### src/shared/phy_mgmt_pkg.sv
// Purpose: Shared constants and carriers for the PHY management registers.
// Assumes: Registers are 16 bits wide on a five-bit management address.
// Notes: Field positions are bit indices inside the 16-bit words.
package phy_mgmt_pkg;

    // Register addresses on the management bus.
    localparam logic [4:0] ADDR_EXT_CTRL = 5'h11;
    localparam logic [4:0] ADDR_CFG_ONE = 5'h12;

    // Extended control field positions.
    localparam int EC_LINK = 15;
    localparam int EC_MODE_LO = 11;
    localparam int EC_JITTER = 10;
    localparam int EC_RESTART = 9;
    localparam int EC_TEST_LO = 6;
    localparam int EC_CABLE = 5;
    localparam int EC_LOOP_LO = 3;
    localparam int EC_CFG_EN = 2;
    localparam int EC_SUPPLY = 1;
    localparam int EC_WAKE = 0;

    // Configuration one field positions.
    localparam int C1_ROLE = 15;
    localparam int C1_AUTO = 14;
    localparam int C1_LENGTH = 13;
    localparam int C1_SPARE = 12;
    localparam int C1_AMP_LO = 10;
    localparam int C1_MII_LO = 8;
    localparam int C1_DRIVER = 7;
    localparam int C1_LED_LO = 4;
    localparam int C1_LED_EN = 3;
    localparam int C1_WTHR = 2;
    localparam int C1_PWD = 1;

    // Operating mode request codes.
    localparam logic [3:0] MODE_NOCHANGE = 4'h0;
    localparam logic [3:0] MODE_NORMAL = 4'h3;
    localparam logic [3:0] MODE_STANDBY = 4'hC;
    localparam logic [3:0] MODE_SLEEPREQ = 4'hB;

    // Test pattern code that is never stored.
    localparam logic [2:0] TEST_RESERVED = 3'h7;

    // Indicator source codes.
    localparam logic [1:0] LED_LINK = 2'h0;
    localparam logic [1:0] LED_RX = 2'h1;
    localparam logic [1:0] LED_SYMERR = 2'h2;
    localparam logic [1:0] LED_CRS = 2'h3;

    // Positions of the synchronised pin inputs.
    localparam int SY_ROLE = 0;
    localparam int SY_AUTO = 1;
    localparam int SY_MII_LO = 2;
    localparam int SY_LINK = 4;
    localparam int SY_RX = 5;
    localparam int SY_SERR = 6;
    localparam int SY_CRS = 7;
    localparam int SY_PIN = 8;
    localparam int SYNC_W = 9;

    // Strap capture phases, Gray coded.
    typedef enum logic [1:0] {
        SP_WAIT0 = 2'b00,
        SP_WAIT1 = 2'b01,
        SP_WAIT2 = 2'b11,
        SP_RUN = 2'b10
    } strap_phase_e;

    // Management request and answer.
    typedef struct packed {
        logic valid;
        logic write;
        logic [4:0] addr;
        logic [15:0] wdata;
    } mgmt_req_s;

    typedef struct packed {
        logic valid;
        logic [15:0] rdata;
    } mgmt_rsp_s;

    // Stored control and configuration fields.
    typedef struct packed {
        logic link_enable;
        logic [3:0] mode_request;
        logic jitter_test_en;
        logic [2:0] test_mode;
        logic [1:0] loopback_mode;
        logic config_access_en;
        logic supply_output_policy;
        logic wake_request_tx;
        logic master_role;
        logic autonomous_operation;
        logic link_length;
        logic cfg_spare;
        logic [1:0] tx_amplitude;
        logic [1:0] iface_mode;
        logic driver_reduced;
        logic [1:0] indicator_source_select;
        logic indicator_pin_enable;
        logic wake_threshold_ratio;
        logic auto_power_down;
    } phy_ctrl_s;

    // Reset values of the stored fields.
    localparam phy_ctrl_s CTRL_RST = '{
        supply_output_policy: 1'b1,
        tx_amplitude: 2'h2,
        indicator_source_select: 2'h1,
        default: '0
    };

endpackage : phy_mgmt_pkg

### src/hw/pin_sync.sv
// Purpose: Two-stage synchroniser for a bundle of pin inputs.
// Assumes: Each bit is an independent level; no bus coherence is implied.
// Notes: The first stage feeds only the second stage.
module pin_sync #(
    parameter int WIDTH = 9
) (
    input wire logic sys_clk,
    input wire logic rst_n,
    input wire logic ce,
    input wire logic [WIDTH-1:0] pins,
    output logic [WIDTH-1:0] synced
);

    // First stage; metastability settles here.
    logic [WIDTH-1:0] meta_r;

    // Both stages freeze with the clock enable like all other state.
    always_ff @(posedge sys_clk or negedge rst_n) begin
        if (!rst_n) begin
            meta_r <= '0;
            synced <= '0;
        end else if (ce) begin
            meta_r <= pins;
            synced <= meta_r;
        end
    end

endmodule : pin_sync

### src/hw/phy_ext_control_config_regs.sv
// Purpose: Extended control and first configuration registers of the PHY.
// Assumes: Pins and straps are asynchronous; mode inputs share sys_clk.
// Notes: Requests are refused until the straps have been captured.
// Functional notes
// - Link enable resets to autonomous strap value.
// - Illegal operating mode code raises control error.
// - Bit 10 enables slave jitter test.
// - Bit 9 restarts training, self clears.
// - Test field selects patterns; 111 reserved.
// - Bit 5 starts cable test, self clears.
// - Bit 2 gates configuration register writes.
// - Bit 1 keeps supply output in Disable.
// - Bit 0 sends idle wake-up request.
// - Configuration bit 15 selects master role.
// - Interface field selects MII, RMII or reverse.
// - Bit 7 selects reduced driver strength.
// - Bits 5:4 choose indicator source.
// - Bit 3 shares pin: indicator or wake.
// - Role, autonomous, interface reset from straps.
// - Wake input active in low power modes while bit 3 is clear.
// - Latched status defaults while link disabled.
module phy_ext_control_config_regs (
    input wire logic sys_clk,
    input wire logic rst_n,
    input wire logic ce,
    input wire phy_mgmt_pkg::mgmt_req_s mgmt_req,
    output phy_mgmt_pkg::mgmt_rsp_s mgmt_rsp,
    input wire logic strap_master,
    input wire logic strap_autonomous,
    input wire logic [1:0] strap_iface_mode,
    input wire logic link_up,
    input wire logic frame_receiving,
    input wire logic symbol_error,
    input wire logic carrier_sense,
    input wire logic shared_pin_i,
    input wire logic disable_mode,
    input wire logic low_power_mode,
    output phy_mgmt_pkg::phy_ctrl_s ctrl,
    output logic mode_strobe,
    output logic control_error,
    output logic training_restart,
    output logic cable_test_start,
    output logic supply_control_output,
    output logic shared_pin_o,
    output logic shared_pin_oe,
    output logic wake_input_en,
    output logic local_wake,
    output logic status_hold_default
);

    // Whole state of the block in one record.
    typedef struct packed {
        phy_mgmt_pkg::strap_phase_e phase;
        phy_mgmt_pkg::phy_ctrl_s ctrl;
        logic mode_strobe;
        logic control_error;
        logic training_restart;
        logic cable_test_start;
        logic supply_on;
        logic pin_o;
        logic pin_oe;
        logic wake_en;
        logic wake_seen;
        logic status_default;
        phy_mgmt_pkg::mgmt_rsp_s rsp;
    } state_s;

    localparam state_s STATE_RST = '{
        phase: phy_mgmt_pkg::SP_WAIT0,
        ctrl: phy_mgmt_pkg::CTRL_RST,
        supply_on: 1'b1,
        default: '0
    };

    state_s state_r;
    state_s state_nxt;
    logic [phy_mgmt_pkg::SYNC_W-1:0] pins_raw; // Asynchronous inputs.
    logic [phy_mgmt_pkg::SYNC_W-1:0] pins_s; // Their synchronised copies.
    logic wr_ext; // Write to the extended control register.
    logic wr_cfg; // Write to configuration one.

    // True when a live request targets the given address.
    function automatic logic hit(phy_mgmt_pkg::mgmt_req_s r,
                                 logic [4:0] a);
        return r.valid && (r.addr == a);
    endfunction : hit

    // True for the mode codes that the mode controller accepts.
    function automatic logic mode_legal(logic [3:0] m);
        return (m == phy_mgmt_pkg::MODE_NOCHANGE) ||
               (m == phy_mgmt_pkg::MODE_NORMAL) ||
               (m == phy_mgmt_pkg::MODE_STANDBY) ||
               (m == phy_mgmt_pkg::MODE_SLEEPREQ);
    endfunction : mode_legal

    assign pins_raw = {shared_pin_i, carrier_sense, symbol_error,
                       frame_receiving, link_up, strap_iface_mode,
                       strap_autonomous, strap_master};

    // Straps and status pins cross into sys_clk here.
    pin_sync #(
        .WIDTH(phy_mgmt_pkg::SYNC_W)
    ) u_pin_sync (
        .sys_clk(sys_clk),
        .rst_n(rst_n),
        .ce(ce),
        .pins(pins_raw),
        .synced(pins_s)
    );

    // Writes count only once straps are in.
    assign wr_ext = hit(mgmt_req, phy_mgmt_pkg::ADDR_EXT_CTRL) &&
                    mgmt_req.write && (state_r.phase == phy_mgmt_pkg::SP_RUN);
    assign wr_cfg = hit(mgmt_req, phy_mgmt_pkg::ADDR_CFG_ONE) &&
                    mgmt_req.write && (state_r.phase == phy_mgmt_pkg::SP_RUN);

    // Next-state logic for registers, pulses and pin-facing outputs.
    always_comb begin
        logic [15:0] w;
        logic [1:0] src;
        w = mgmt_req.wdata;
        src = state_r.ctrl.indicator_source_select;
        state_nxt = state_r;
        // Event outputs and self-clearing bits last one cycle only.
        state_nxt.mode_strobe = 1'b0;
        state_nxt.control_error = 1'b0;
        state_nxt.training_restart = 1'b0;
        state_nxt.cable_test_start = 1'b0;
        state_nxt.rsp.valid = 1'b0;
        case (state_r.phase)
            phy_mgmt_pkg::SP_WAIT0: begin
                state_nxt.phase = phy_mgmt_pkg::SP_WAIT1;
            end
            phy_mgmt_pkg::SP_WAIT1: begin
                state_nxt.phase = phy_mgmt_pkg::SP_WAIT2;
            end
            phy_mgmt_pkg::SP_WAIT2: begin
                // Synchroniser is full now, so the straps are valid.
                state_nxt.phase = phy_mgmt_pkg::SP_RUN;
                state_nxt.ctrl.master_role = pins_s[phy_mgmt_pkg::SY_ROLE];
                state_nxt.ctrl.autonomous_operation =
                    pins_s[phy_mgmt_pkg::SY_AUTO];
                state_nxt.ctrl.iface_mode =
                    pins_s[phy_mgmt_pkg::SY_MII_LO +: 2];
                state_nxt.ctrl.link_enable = pins_s[phy_mgmt_pkg::SY_AUTO];
            end
            default: begin
                state_nxt.phase = phy_mgmt_pkg::SP_RUN;
            end
        endcase
        if (wr_ext) begin
            state_nxt.ctrl.link_enable = w[phy_mgmt_pkg::EC_LINK];
            if (!mode_legal(w[phy_mgmt_pkg::EC_MODE_LO +: 4])) begin
                state_nxt.control_error = 1'b1;
            end else if (w[phy_mgmt_pkg::EC_MODE_LO +: 4] !=
                         phy_mgmt_pkg::MODE_NOCHANGE) begin
                // A no-change code leaves the last request in place.
                state_nxt.ctrl.mode_request =
                    w[phy_mgmt_pkg::EC_MODE_LO +: 4];
                state_nxt.mode_strobe = 1'b1;
            end
            state_nxt.ctrl.jitter_test_en = w[phy_mgmt_pkg::EC_JITTER];
            state_nxt.training_restart = w[phy_mgmt_pkg::EC_RESTART];
            // The reserved pattern would drive an undefined transmitter.
            if (w[phy_mgmt_pkg::EC_TEST_LO +: 3] !=
                phy_mgmt_pkg::TEST_RESERVED) begin
                state_nxt.ctrl.test_mode = w[phy_mgmt_pkg::EC_TEST_LO +: 3];
            end
            state_nxt.cable_test_start = w[phy_mgmt_pkg::EC_CABLE];
            state_nxt.ctrl.loopback_mode = w[phy_mgmt_pkg::EC_LOOP_LO +: 2];
            state_nxt.ctrl.config_access_en = w[phy_mgmt_pkg::EC_CFG_EN];
            state_nxt.ctrl.supply_output_policy = w[phy_mgmt_pkg::EC_SUPPLY];
            // Ordering against link enable is left to the station.
            state_nxt.ctrl.wake_request_tx = w[phy_mgmt_pkg::EC_WAKE];
        end
        if (wr_cfg && state_r.ctrl.config_access_en) begin
            state_nxt.ctrl.master_role = w[phy_mgmt_pkg::C1_ROLE];
            state_nxt.ctrl.autonomous_operation = w[phy_mgmt_pkg::C1_AUTO];
            state_nxt.ctrl.link_length = w[phy_mgmt_pkg::C1_LENGTH];
            state_nxt.ctrl.cfg_spare = w[phy_mgmt_pkg::C1_SPARE];
            state_nxt.ctrl.tx_amplitude = w[phy_mgmt_pkg::C1_AMP_LO +: 2];
            state_nxt.ctrl.iface_mode = w[phy_mgmt_pkg::C1_MII_LO +: 2];
            state_nxt.ctrl.driver_reduced = w[phy_mgmt_pkg::C1_DRIVER];
            state_nxt.ctrl.indicator_source_select =
                w[phy_mgmt_pkg::C1_LED_LO +: 2];
            state_nxt.ctrl.indicator_pin_enable = w[phy_mgmt_pkg::C1_LED_EN];
            state_nxt.ctrl.wake_threshold_ratio = w[phy_mgmt_pkg::C1_WTHR];
            state_nxt.ctrl.auto_power_down = w[phy_mgmt_pkg::C1_PWD];
            // Bits 6 and 0 are not stored and read as zero.
        end
        // Reads answer one cycle later; unmapped addresses read zero.
        if (mgmt_req.valid && !mgmt_req.write &&
            (state_r.phase == phy_mgmt_pkg::SP_RUN)) begin
            state_nxt.rsp.valid = 1'b1;
            state_nxt.rsp.rdata = 16'h0000;
            if (hit(mgmt_req, phy_mgmt_pkg::ADDR_EXT_CTRL)) begin
                state_nxt.rsp.rdata = {state_r.ctrl.link_enable,
                    state_r.ctrl.mode_request, state_r.ctrl.jitter_test_en,
                    state_r.training_restart, state_r.ctrl.test_mode,
                    state_r.cable_test_start, state_r.ctrl.loopback_mode,
                    state_r.ctrl.config_access_en,
                    state_r.ctrl.supply_output_policy,
                    state_r.ctrl.wake_request_tx};
            end else if (hit(mgmt_req, phy_mgmt_pkg::ADDR_CFG_ONE)) begin
                state_nxt.rsp.rdata = {state_r.ctrl.master_role,
                    state_r.ctrl.autonomous_operation,
                    state_r.ctrl.link_length, state_r.ctrl.cfg_spare,
                    state_r.ctrl.tx_amplitude, state_r.ctrl.iface_mode,
                    state_r.ctrl.driver_reduced, 1'b0,
                    state_r.ctrl.indicator_source_select,
                    state_r.ctrl.indicator_pin_enable,
                    state_r.ctrl.wake_threshold_ratio,
                    state_r.ctrl.auto_power_down, 1'b0};
            end
        end
        // Pin-facing outputs follow the stored fields one cycle later.
        state_nxt.supply_on = !disable_mode ||
                              state_r.ctrl.supply_output_policy;
        state_nxt.pin_oe = state_r.ctrl.indicator_pin_enable;
        case (src)
            phy_mgmt_pkg::LED_LINK: state_nxt.pin_o =
                pins_s[phy_mgmt_pkg::SY_LINK];
            phy_mgmt_pkg::LED_RX: state_nxt.pin_o = pins_s[phy_mgmt_pkg::SY_RX];
            phy_mgmt_pkg::LED_SYMERR: state_nxt.pin_o =
                pins_s[phy_mgmt_pkg::SY_SERR];
            default: state_nxt.pin_o = pins_s[phy_mgmt_pkg::SY_CRS];
        endcase
        state_nxt.pin_o = state_nxt.pin_o && state_r.ctrl.indicator_pin_enable;
        state_nxt.wake_en = low_power_mode &&
                            !state_r.ctrl.indicator_pin_enable;
        state_nxt.wake_seen = state_r.wake_en && pins_s[phy_mgmt_pkg::SY_PIN];
        state_nxt.status_default = !state_r.ctrl.link_enable;
    end

    // Single register stage; the clock enable freezes everything.
    always_ff @(posedge sys_clk or negedge rst_n) begin
        if (!rst_n) begin
            state_r <= STATE_RST;
        end else if (ce) begin
            state_r <= state_nxt;
        end
    end

    assign mgmt_rsp = state_r.rsp;
    assign ctrl = state_r.ctrl;
    assign mode_strobe = state_r.mode_strobe;
    assign control_error = state_r.control_error;
    assign training_restart = state_r.training_restart;
    assign cable_test_start = state_r.cable_test_start;
    assign supply_control_output = state_r.supply_on;
    assign shared_pin_o = state_r.pin_o;
    assign shared_pin_oe = state_r.pin_oe;
    assign wake_input_en = state_r.wake_en;
    assign local_wake = state_r.wake_seen;
    assign status_hold_default = state_r.status_default;
endmodule : phy_ext_control_config_regs

### config.mk
export PLATFORM = sky130hd
export DESIGN_NAME = phy_ext_control_config_regs
export DESIGN_NICKNAME = d
export VERILOG_FILES = /design/src/shared/phy_mgmt_pkg.sv /design/src/hw/pin_sync.sv /design/src/hw/phy_ext_control_config_regs.sv
export SDC_FILE = /design/constraint.sdc
export NUM_CORES = 1
export LEC_CHECK = 0
export ABC_AREA = 1
export BUFFER_PORTS_ARGS = -buffer_cell sky130_fd_sc_hd__buf_2
export CAP_MARGIN = 40
export CORE_MARGIN = 2
export CORE_UTILIZATION = 50
export CTS_BUF_LIST = sky130_fd_sc_hd__clkbuf_16
export DETAILED_ROUTE_END_ITERATION = 8
export GPL_TIMING_DRIVEN = 0
export PLACE_DENSITY = 0.76
export SYNTH_ARGS = -nofsm -noshare
export SYNTH_HDL_FRONTEND = slang
export SYNTH_SLANG_ARGS = --single-unit
### constraint.sdc
create_clock -name sys_clk -period 1.5 [get_ports sys_clk]
set_input_delay 0.3 -clock sys_clk [delete_from_list [all_inputs] [get_ports sys_clk]]
set_output_delay 0.3 -clock sys_clk [all_outputs]
set_load 0.1 [all_outputs]
# ---- Yosys cells after proc, flatten, opt, wreduce, memory -nomap -nowiden
# Cells that the tools add are included.
# Widths: inputs -> output; s select.
dict set report word_totals {
  register_bits 75
  in_bits 37
  output_inout_bits 55
  elab_cells 95
}
dict set report classes {
  n_eq_ne 11
  muxes 17
  reduce_logical 33
}
# op n
set op_table {}
lappend op_table {{$mux 16} 2}
lappend op_table {{$mux 14} 2}
lappend op_table {{$mux 17} 1}
lappend op_table {{$logic_and 1x1->1} 12}
lappend op_table {{$mux 4} 3}
lappend op_table {{$eq 5x5->1 const B} 2}
lappend op_table {{$reduce_and 2->1} 5}
lappend op_table {{$eq 4x4->1 const B} 2}
lappend op_table {{$eq 2x2->1 const B} 3}
lappend op_table {{$eq 2x1->1 const B} 2}
lappend op_table {{$eq 4x2->1 const B} 1}
lappend op_table {{$logic_not 1->1} 4}
lappend op_table {{$logic_not 2->1} 2}
lappend op_table {{$logic_not 4->1} 1}
lappend op_table {{$logic_or 1x1->1} 4}
lappend op_table {{$mux 1} 4}
lappend op_table {{$mux 2} 2}
lappend op_table {{$pmux 2 s2} 1}
lappend op_table {{$reduce_and 4->1} 1}
lappend op_table {{$reduce_bool 2->1} 2}
lappend op_table {{$reduce_bool 4->1} 1}
lappend op_table {{$mux 3} 1}
lappend op_table {{$ne 3x3->1 const B} 1}
lappend op_table {{$pmux 1 s3} 1}
lappend op_table {{$reduce_and 3->1} 1}

# ---- Logic depth before layout (Yosys ltp)
dict set report depth {
  word_depth 7
  depth_mapped 9
  ltp_nobuf 9
}

# ---- Cells and area by module
# From an unflattened synthesis, not the netlist that was laid out.
dict set report hier_totals {
  cells_unflattened 428
  area_unflattened_um2 3728.6
}
# mod n_inst cells_each area_per_inst_um2 seq_area_each_um2
set modules_own_cells {}
lappend modules_own_cells {phy_ext_control_config_regs 1 352 3017.9 1431.4}
lappend modules_own_cells {pin_sync 1 76 710.7 450.4}

# ---- Worst setup path after synthesis
# Ideal clock, no wire load.
dict set report synth_path {
  kind {flip-flop to flip-flop}
  start {register state_r[55] in the netlist's numbering}
  end {register state_r (netlist bit ctrl[23])}
  setup_ns 0.118
  t_arrival_ns 1.178
  required_ns 1.382
  setup_slack_ns 0.204
  path_stages_with_launch 7
  n_path_buf 0
  period_less_slack_ns 1.296
  path_cell_list {dfrtp_1 > nor2_4 > nand2_4 > nor3_4 > nand2_2 > nand2_1 > nand2_1}
}
dict set report synth_via {
  elab_chain_cells 3
}
# element line_no
set synth_lines {}
lappend synth_lines {{start, declared} phy_ext_control_config_regs.sv:75} ;# state_s state_r;
lappend synth_lines {{start signal, assigned} phy_ext_control_config_regs.sv:240} ;# state_r <= state_nxt;
lappend synth_lines {{$eq 2x2->1} phy_ext_control_config_regs.sv:113} ;# mgmt_req.write && (state_r.phase == phy_mgmt_pkg::SP_RUN);
lappend synth_lines {{$logic_and 1x1->1} phy_ext_control_config_regs.sv:113}
lappend synth_lines {{$reduce_and 4->1 (no line)} -}
# Every way passes these cells.
# A chain may end at the register's enable or synchronous reset.

# ---- Worst setup path in the final report
dict set report layout_path {
  start {register state_r (netlist bit ctrl[15])}
  end {output ctrl[15] in the netlist's numbering}
}
# element line_no
set layout_lines {}
lappend layout_lines {{end, declared} phy_ext_control_config_regs.sv:38} ;# output phy_mgmt_pkg::phy_ctrl_s ctrl,
# No word-level cell between the ends.

==> parameters.txt <==
Parameter                              Value

STA
  Max-slew violations    0
  Final setup violation count    0
  Worst Clk Skew    4.97 ps
  Transition time at the pin with the least slew margin    516 ps
  Max Clock Freq    between 600 and 700 MHz
  Period Utilization, post-route    0.983
  Final critical delay including setup and external delays    ~1500 ps
  Final hold violation count    0
  Setup TNS    0 ps
  Final Worst Setup Slack    between 20 and 30 ps
  Worst slew margin    0.656

Floorplanning
  Starting density of the core    0.518
  Cell Rows    30
  Die height    about 90 um
  Core Region    6830 um2
  Die width    88.2 um
  I/O pin count    just over 90
  Die area    7770 um2

Clocking
  Clock Latency Late Sink    330 ps
  Total number of clock tree sinks    75
  CTS Buf Count    9
  H-tree Lvls    3
  Clock tree from TritonCTS    done
  Library cell used as clock root buffer    sky130_fd_sc_hd__clkbuf_16
  Clock transition at the registers of the reported paths    ~60 ps
  Number of buffers on the longest clock path    2

Finish
  Final #Nets    565
  Number of diodes    0
  Fill cell total of the finished layout    545
  Most frequent standard cell in the layout excluding fill and tap cells    sky130_fd_sc_hd__nand2_1
  Commonest cells after routing, fill and taps aside    sky130_fd_sc_hd__nand2_1, sky130_fd_sc_hd__buf_4, sky130_fd_sc_hd__dfrtp_1, sky130_fd_sc_hd__buf_2, sky130_fd_sc_hd__nand3_1
  Util after Layout    0.692
  Area growth from synthesis to final layout    33.4%
  Share of layout cells above drive strength 1    0.347
  Non-Filler Cell Area, Final    4730 um2

Global routing
  Wire length of the first global-routing pass    between 10000 and 15000 um
  Overflow after GRT    0
  Total routing usage reported by global routing    0.240
  Via count of the first global-routing pass    3004
  Initial antenna violation count    0
  Pin count of the biggest net entering global routing    44

Setup path
  Number of cells traversed by the worst register-to-register path    8
  Critical path launch point type    flop
  Startpoint of the most critical register-to-register path    state_r[56]
  Critical path data arrival time    approximately 1200 ps
  Capture point of the worst reg-to-reg path    ctrl[12]
  Type of element capturing the critical path    output port
  Worst Path Max Fanout    4
  Setup slack on the worst flop-to-flop path    60 ps
  Data required time at the worst endpoint    1200 ps
  Crit Path Category    reg -> out

Route
  Post-detailed-route count of antenna-violating nets    0
  Via density    4.84
  DR iter-0 viols    226
  Average wire per standard cell    13.6 um
  Routed Wire Length    8550 um
  Vias post-DR    3047
  Number of optimization iterations in the first detailed-route pass    4
  DRC violation count after routing    0

Min path
  Worst hold path cell count    2
  Hold EP    supply_control_output
  Worst Hold Launch    disable_mode
  Kind of path behind the tightest hold check    in -> reg

Synthesis
  Number of register bits inferred by synthesis    75
  Most used flip-flop cell after synthesis    sky130_fd_sc_hd__dfrtp_1
  Count of warnings emitted by yosys    0
  Count of flip-flops with a built-in enable after synthesis    0
  Post-synth net total    about 460
  Synthesized area divided by synthesized cell count    8.47 um2
  Synth Instances    418
  Register area share after synthesis    0.531
  Post-synth design cell area    3540 um2
  Asr flop ratio synth    1.00
  Count of distinct cell types in the synthesized netlist    25

Power
  Lkg Pwr    2.63 nW
  Maximum resistive drop on vdd    0.000854 V
  Total power    5.36 mW
  Pwr/cell area    1130 nW/um2

Placed design
  Placed standard-cell area    around 4100 um2
  Pre-CTS setup slack    -134 ps
  Number of port buffers    91
  Final weighted congestion of routability-driven global placement    0.819
  Total half-perimeter wirelength after legalization and detailed placement    a little under 6000 um

Outcome
  Run status    finished, final reports clean

Job
  MaxCap Viol Count    0
==> where the power goes <==
group	internal [mW]	total (mW)	switching, mW
sequential	2.12	2.19	0.0671
combinational	0.210	0.767	0.556
clock	1.61	2.41	0.801
total	3.94	5.36	1.42
==> what timing repair did <==
action                                  in CTS  in global routing
hold buffers                                 1                  0
hold endpoints to repair                    29                  0
buffers inserted                             4                  3
gates resized for setup                     45                 23
pin swaps                                    3                  4
endpoints found under the setup margin      56                 49
==> cell usage after synthesis (2+ instances only) <==
cell | instances | area (um2)
sky130_fd_sc_hd__buf_6 | 2 | 22.5
sky130_fd_sc_hd__buf_2 | 4 | 20.0
sky130_fd_sc_hd__buf_4 | 47 | 353
sky130_fd_sc_hd__dfstp_2 | 4 | 105
sky130_fd_sc_hd__clkbuf_1 | 5 | 18.8
sky130_fd_sc_hd__nand4_1 | 2 | 12.5
sky130_fd_sc_hd__nor2_4 | 3 | 33.8
sky130_fd_sc_hd__inv_1 | 18 | 67.6
sky130_fd_sc_hd__dfrtp_1 | 71 | 1780
sky130_fd_sc_hd__nand3_1 | 42 | 210
sky130_fd_sc_hd__nand2_1 | 171 | 642
sky130_fd_sc_hd__nor2_1 | 9 | 33.8
sky130_fd_sc_hd__o21ai_0 | 6 | 30.0
sky130_fd_sc_hd__a21oi_1 | 3 | 15.0
sky130_fd_sc_hd__o21ai_1 | 17 | 85.1
sky130_fd_sc_hd__nand2_2 | 2 | 12.5
sky130_fd_sc_hd__nor2_2 | 2 | 12.5
sky130_fd_sc_hd__inv_2 | 3 | 11.3
==> how the worst max path moves through the flow <==
| stage | from | to | cells past startpoint |
|---|---|---|---|
| global placement | rst_n | u_pin_sync.meta_r[4] | 1 |
| floorplan | state_r[55] | ctrl[23] | 6 |
| CTS | ctrl[3] | ctrl[3] | 2 |
| global route | state_r[56] | ctrl[12] | 8 |
| finish | ctrl[15] | ctrl[15] | 2 |
| detailed placement | mgmt_req[19] | mgmt_rsp[13] | 7 |
==> per-stage QoR <==
| step | hold WS (ps) | cells |
|---|---|---|
| floorplan | 4.41 | 418 |
| global placement | 444 | 605 |
| detailed placement | 266 | 606 |
| CTS | 93.6 | 627 |
| global route | 110 | 629 |
| finish | 99.6 | 629 |
==> sequential cells by signal (all words and copies together), names as in the netlist <==
name and flops:
mode_strobe 1, ctrl 28, control_error 1, shared_pin_o 1
supply_control_output 1, training_restart 1, status_hold_default 1, mgmt_rsp 17
local_wake 1, cable_test_start 1, u_pin_sync.synced 9, shared_pin_oe 1
u_pin_sync.meta_r 9, wake_input_en 1, state_r 2
==> worst max-delay path: stages, from the launching register on <==
cell and delay (ps):
sky130_fd_sc_hd__dfstp_2 560, sky130_fd_sc_hd__buf_4 120, sky130_fd_sc_hd__buf_12 160
==> kinds of logic after synthesis <==
family | after synthesis | synth area share
AND/OR/NAND/NOR | 236 | 0.288
buffers and inverters | 79 | 0.139
flip-flops | 75 | 0.531
AO/OA/AOI/OAI | 28 | 0.0413
==> cell type report <==
| class | count | area (um2) | share of cell area |
|---|---|---|---|
| multi-input cells | 264 | 1180 | 0.250 |
| flip-flops and latches | 75 | 1880 | 0.398 |
| plain buffers | 57 | 422 | 0.0892 |
| clock buffers | 9 | 225 | 0.0477 |
| repair buffers | 100 | 711 | 0.150 |
| clock inverters | 7 | 108 | 0.0228 |
| well taps | 96 | 120 | 0.0254 |
| inverters | 21 | 78.8 | 0.0167 |
==> layer usage <==
metal / global-route usage / vias to the layer above / part of all wire
met5: 0 / - / 0
met4: 0.109 / 0 / 0.020
met3: 0.0386 / 17 / 0.046
met2: 0.388 / 92 / 0.51
met1: 0.320 / 1444 / 0.42
li1: - / 1494 / -
(Power assumes the default switching activity.)
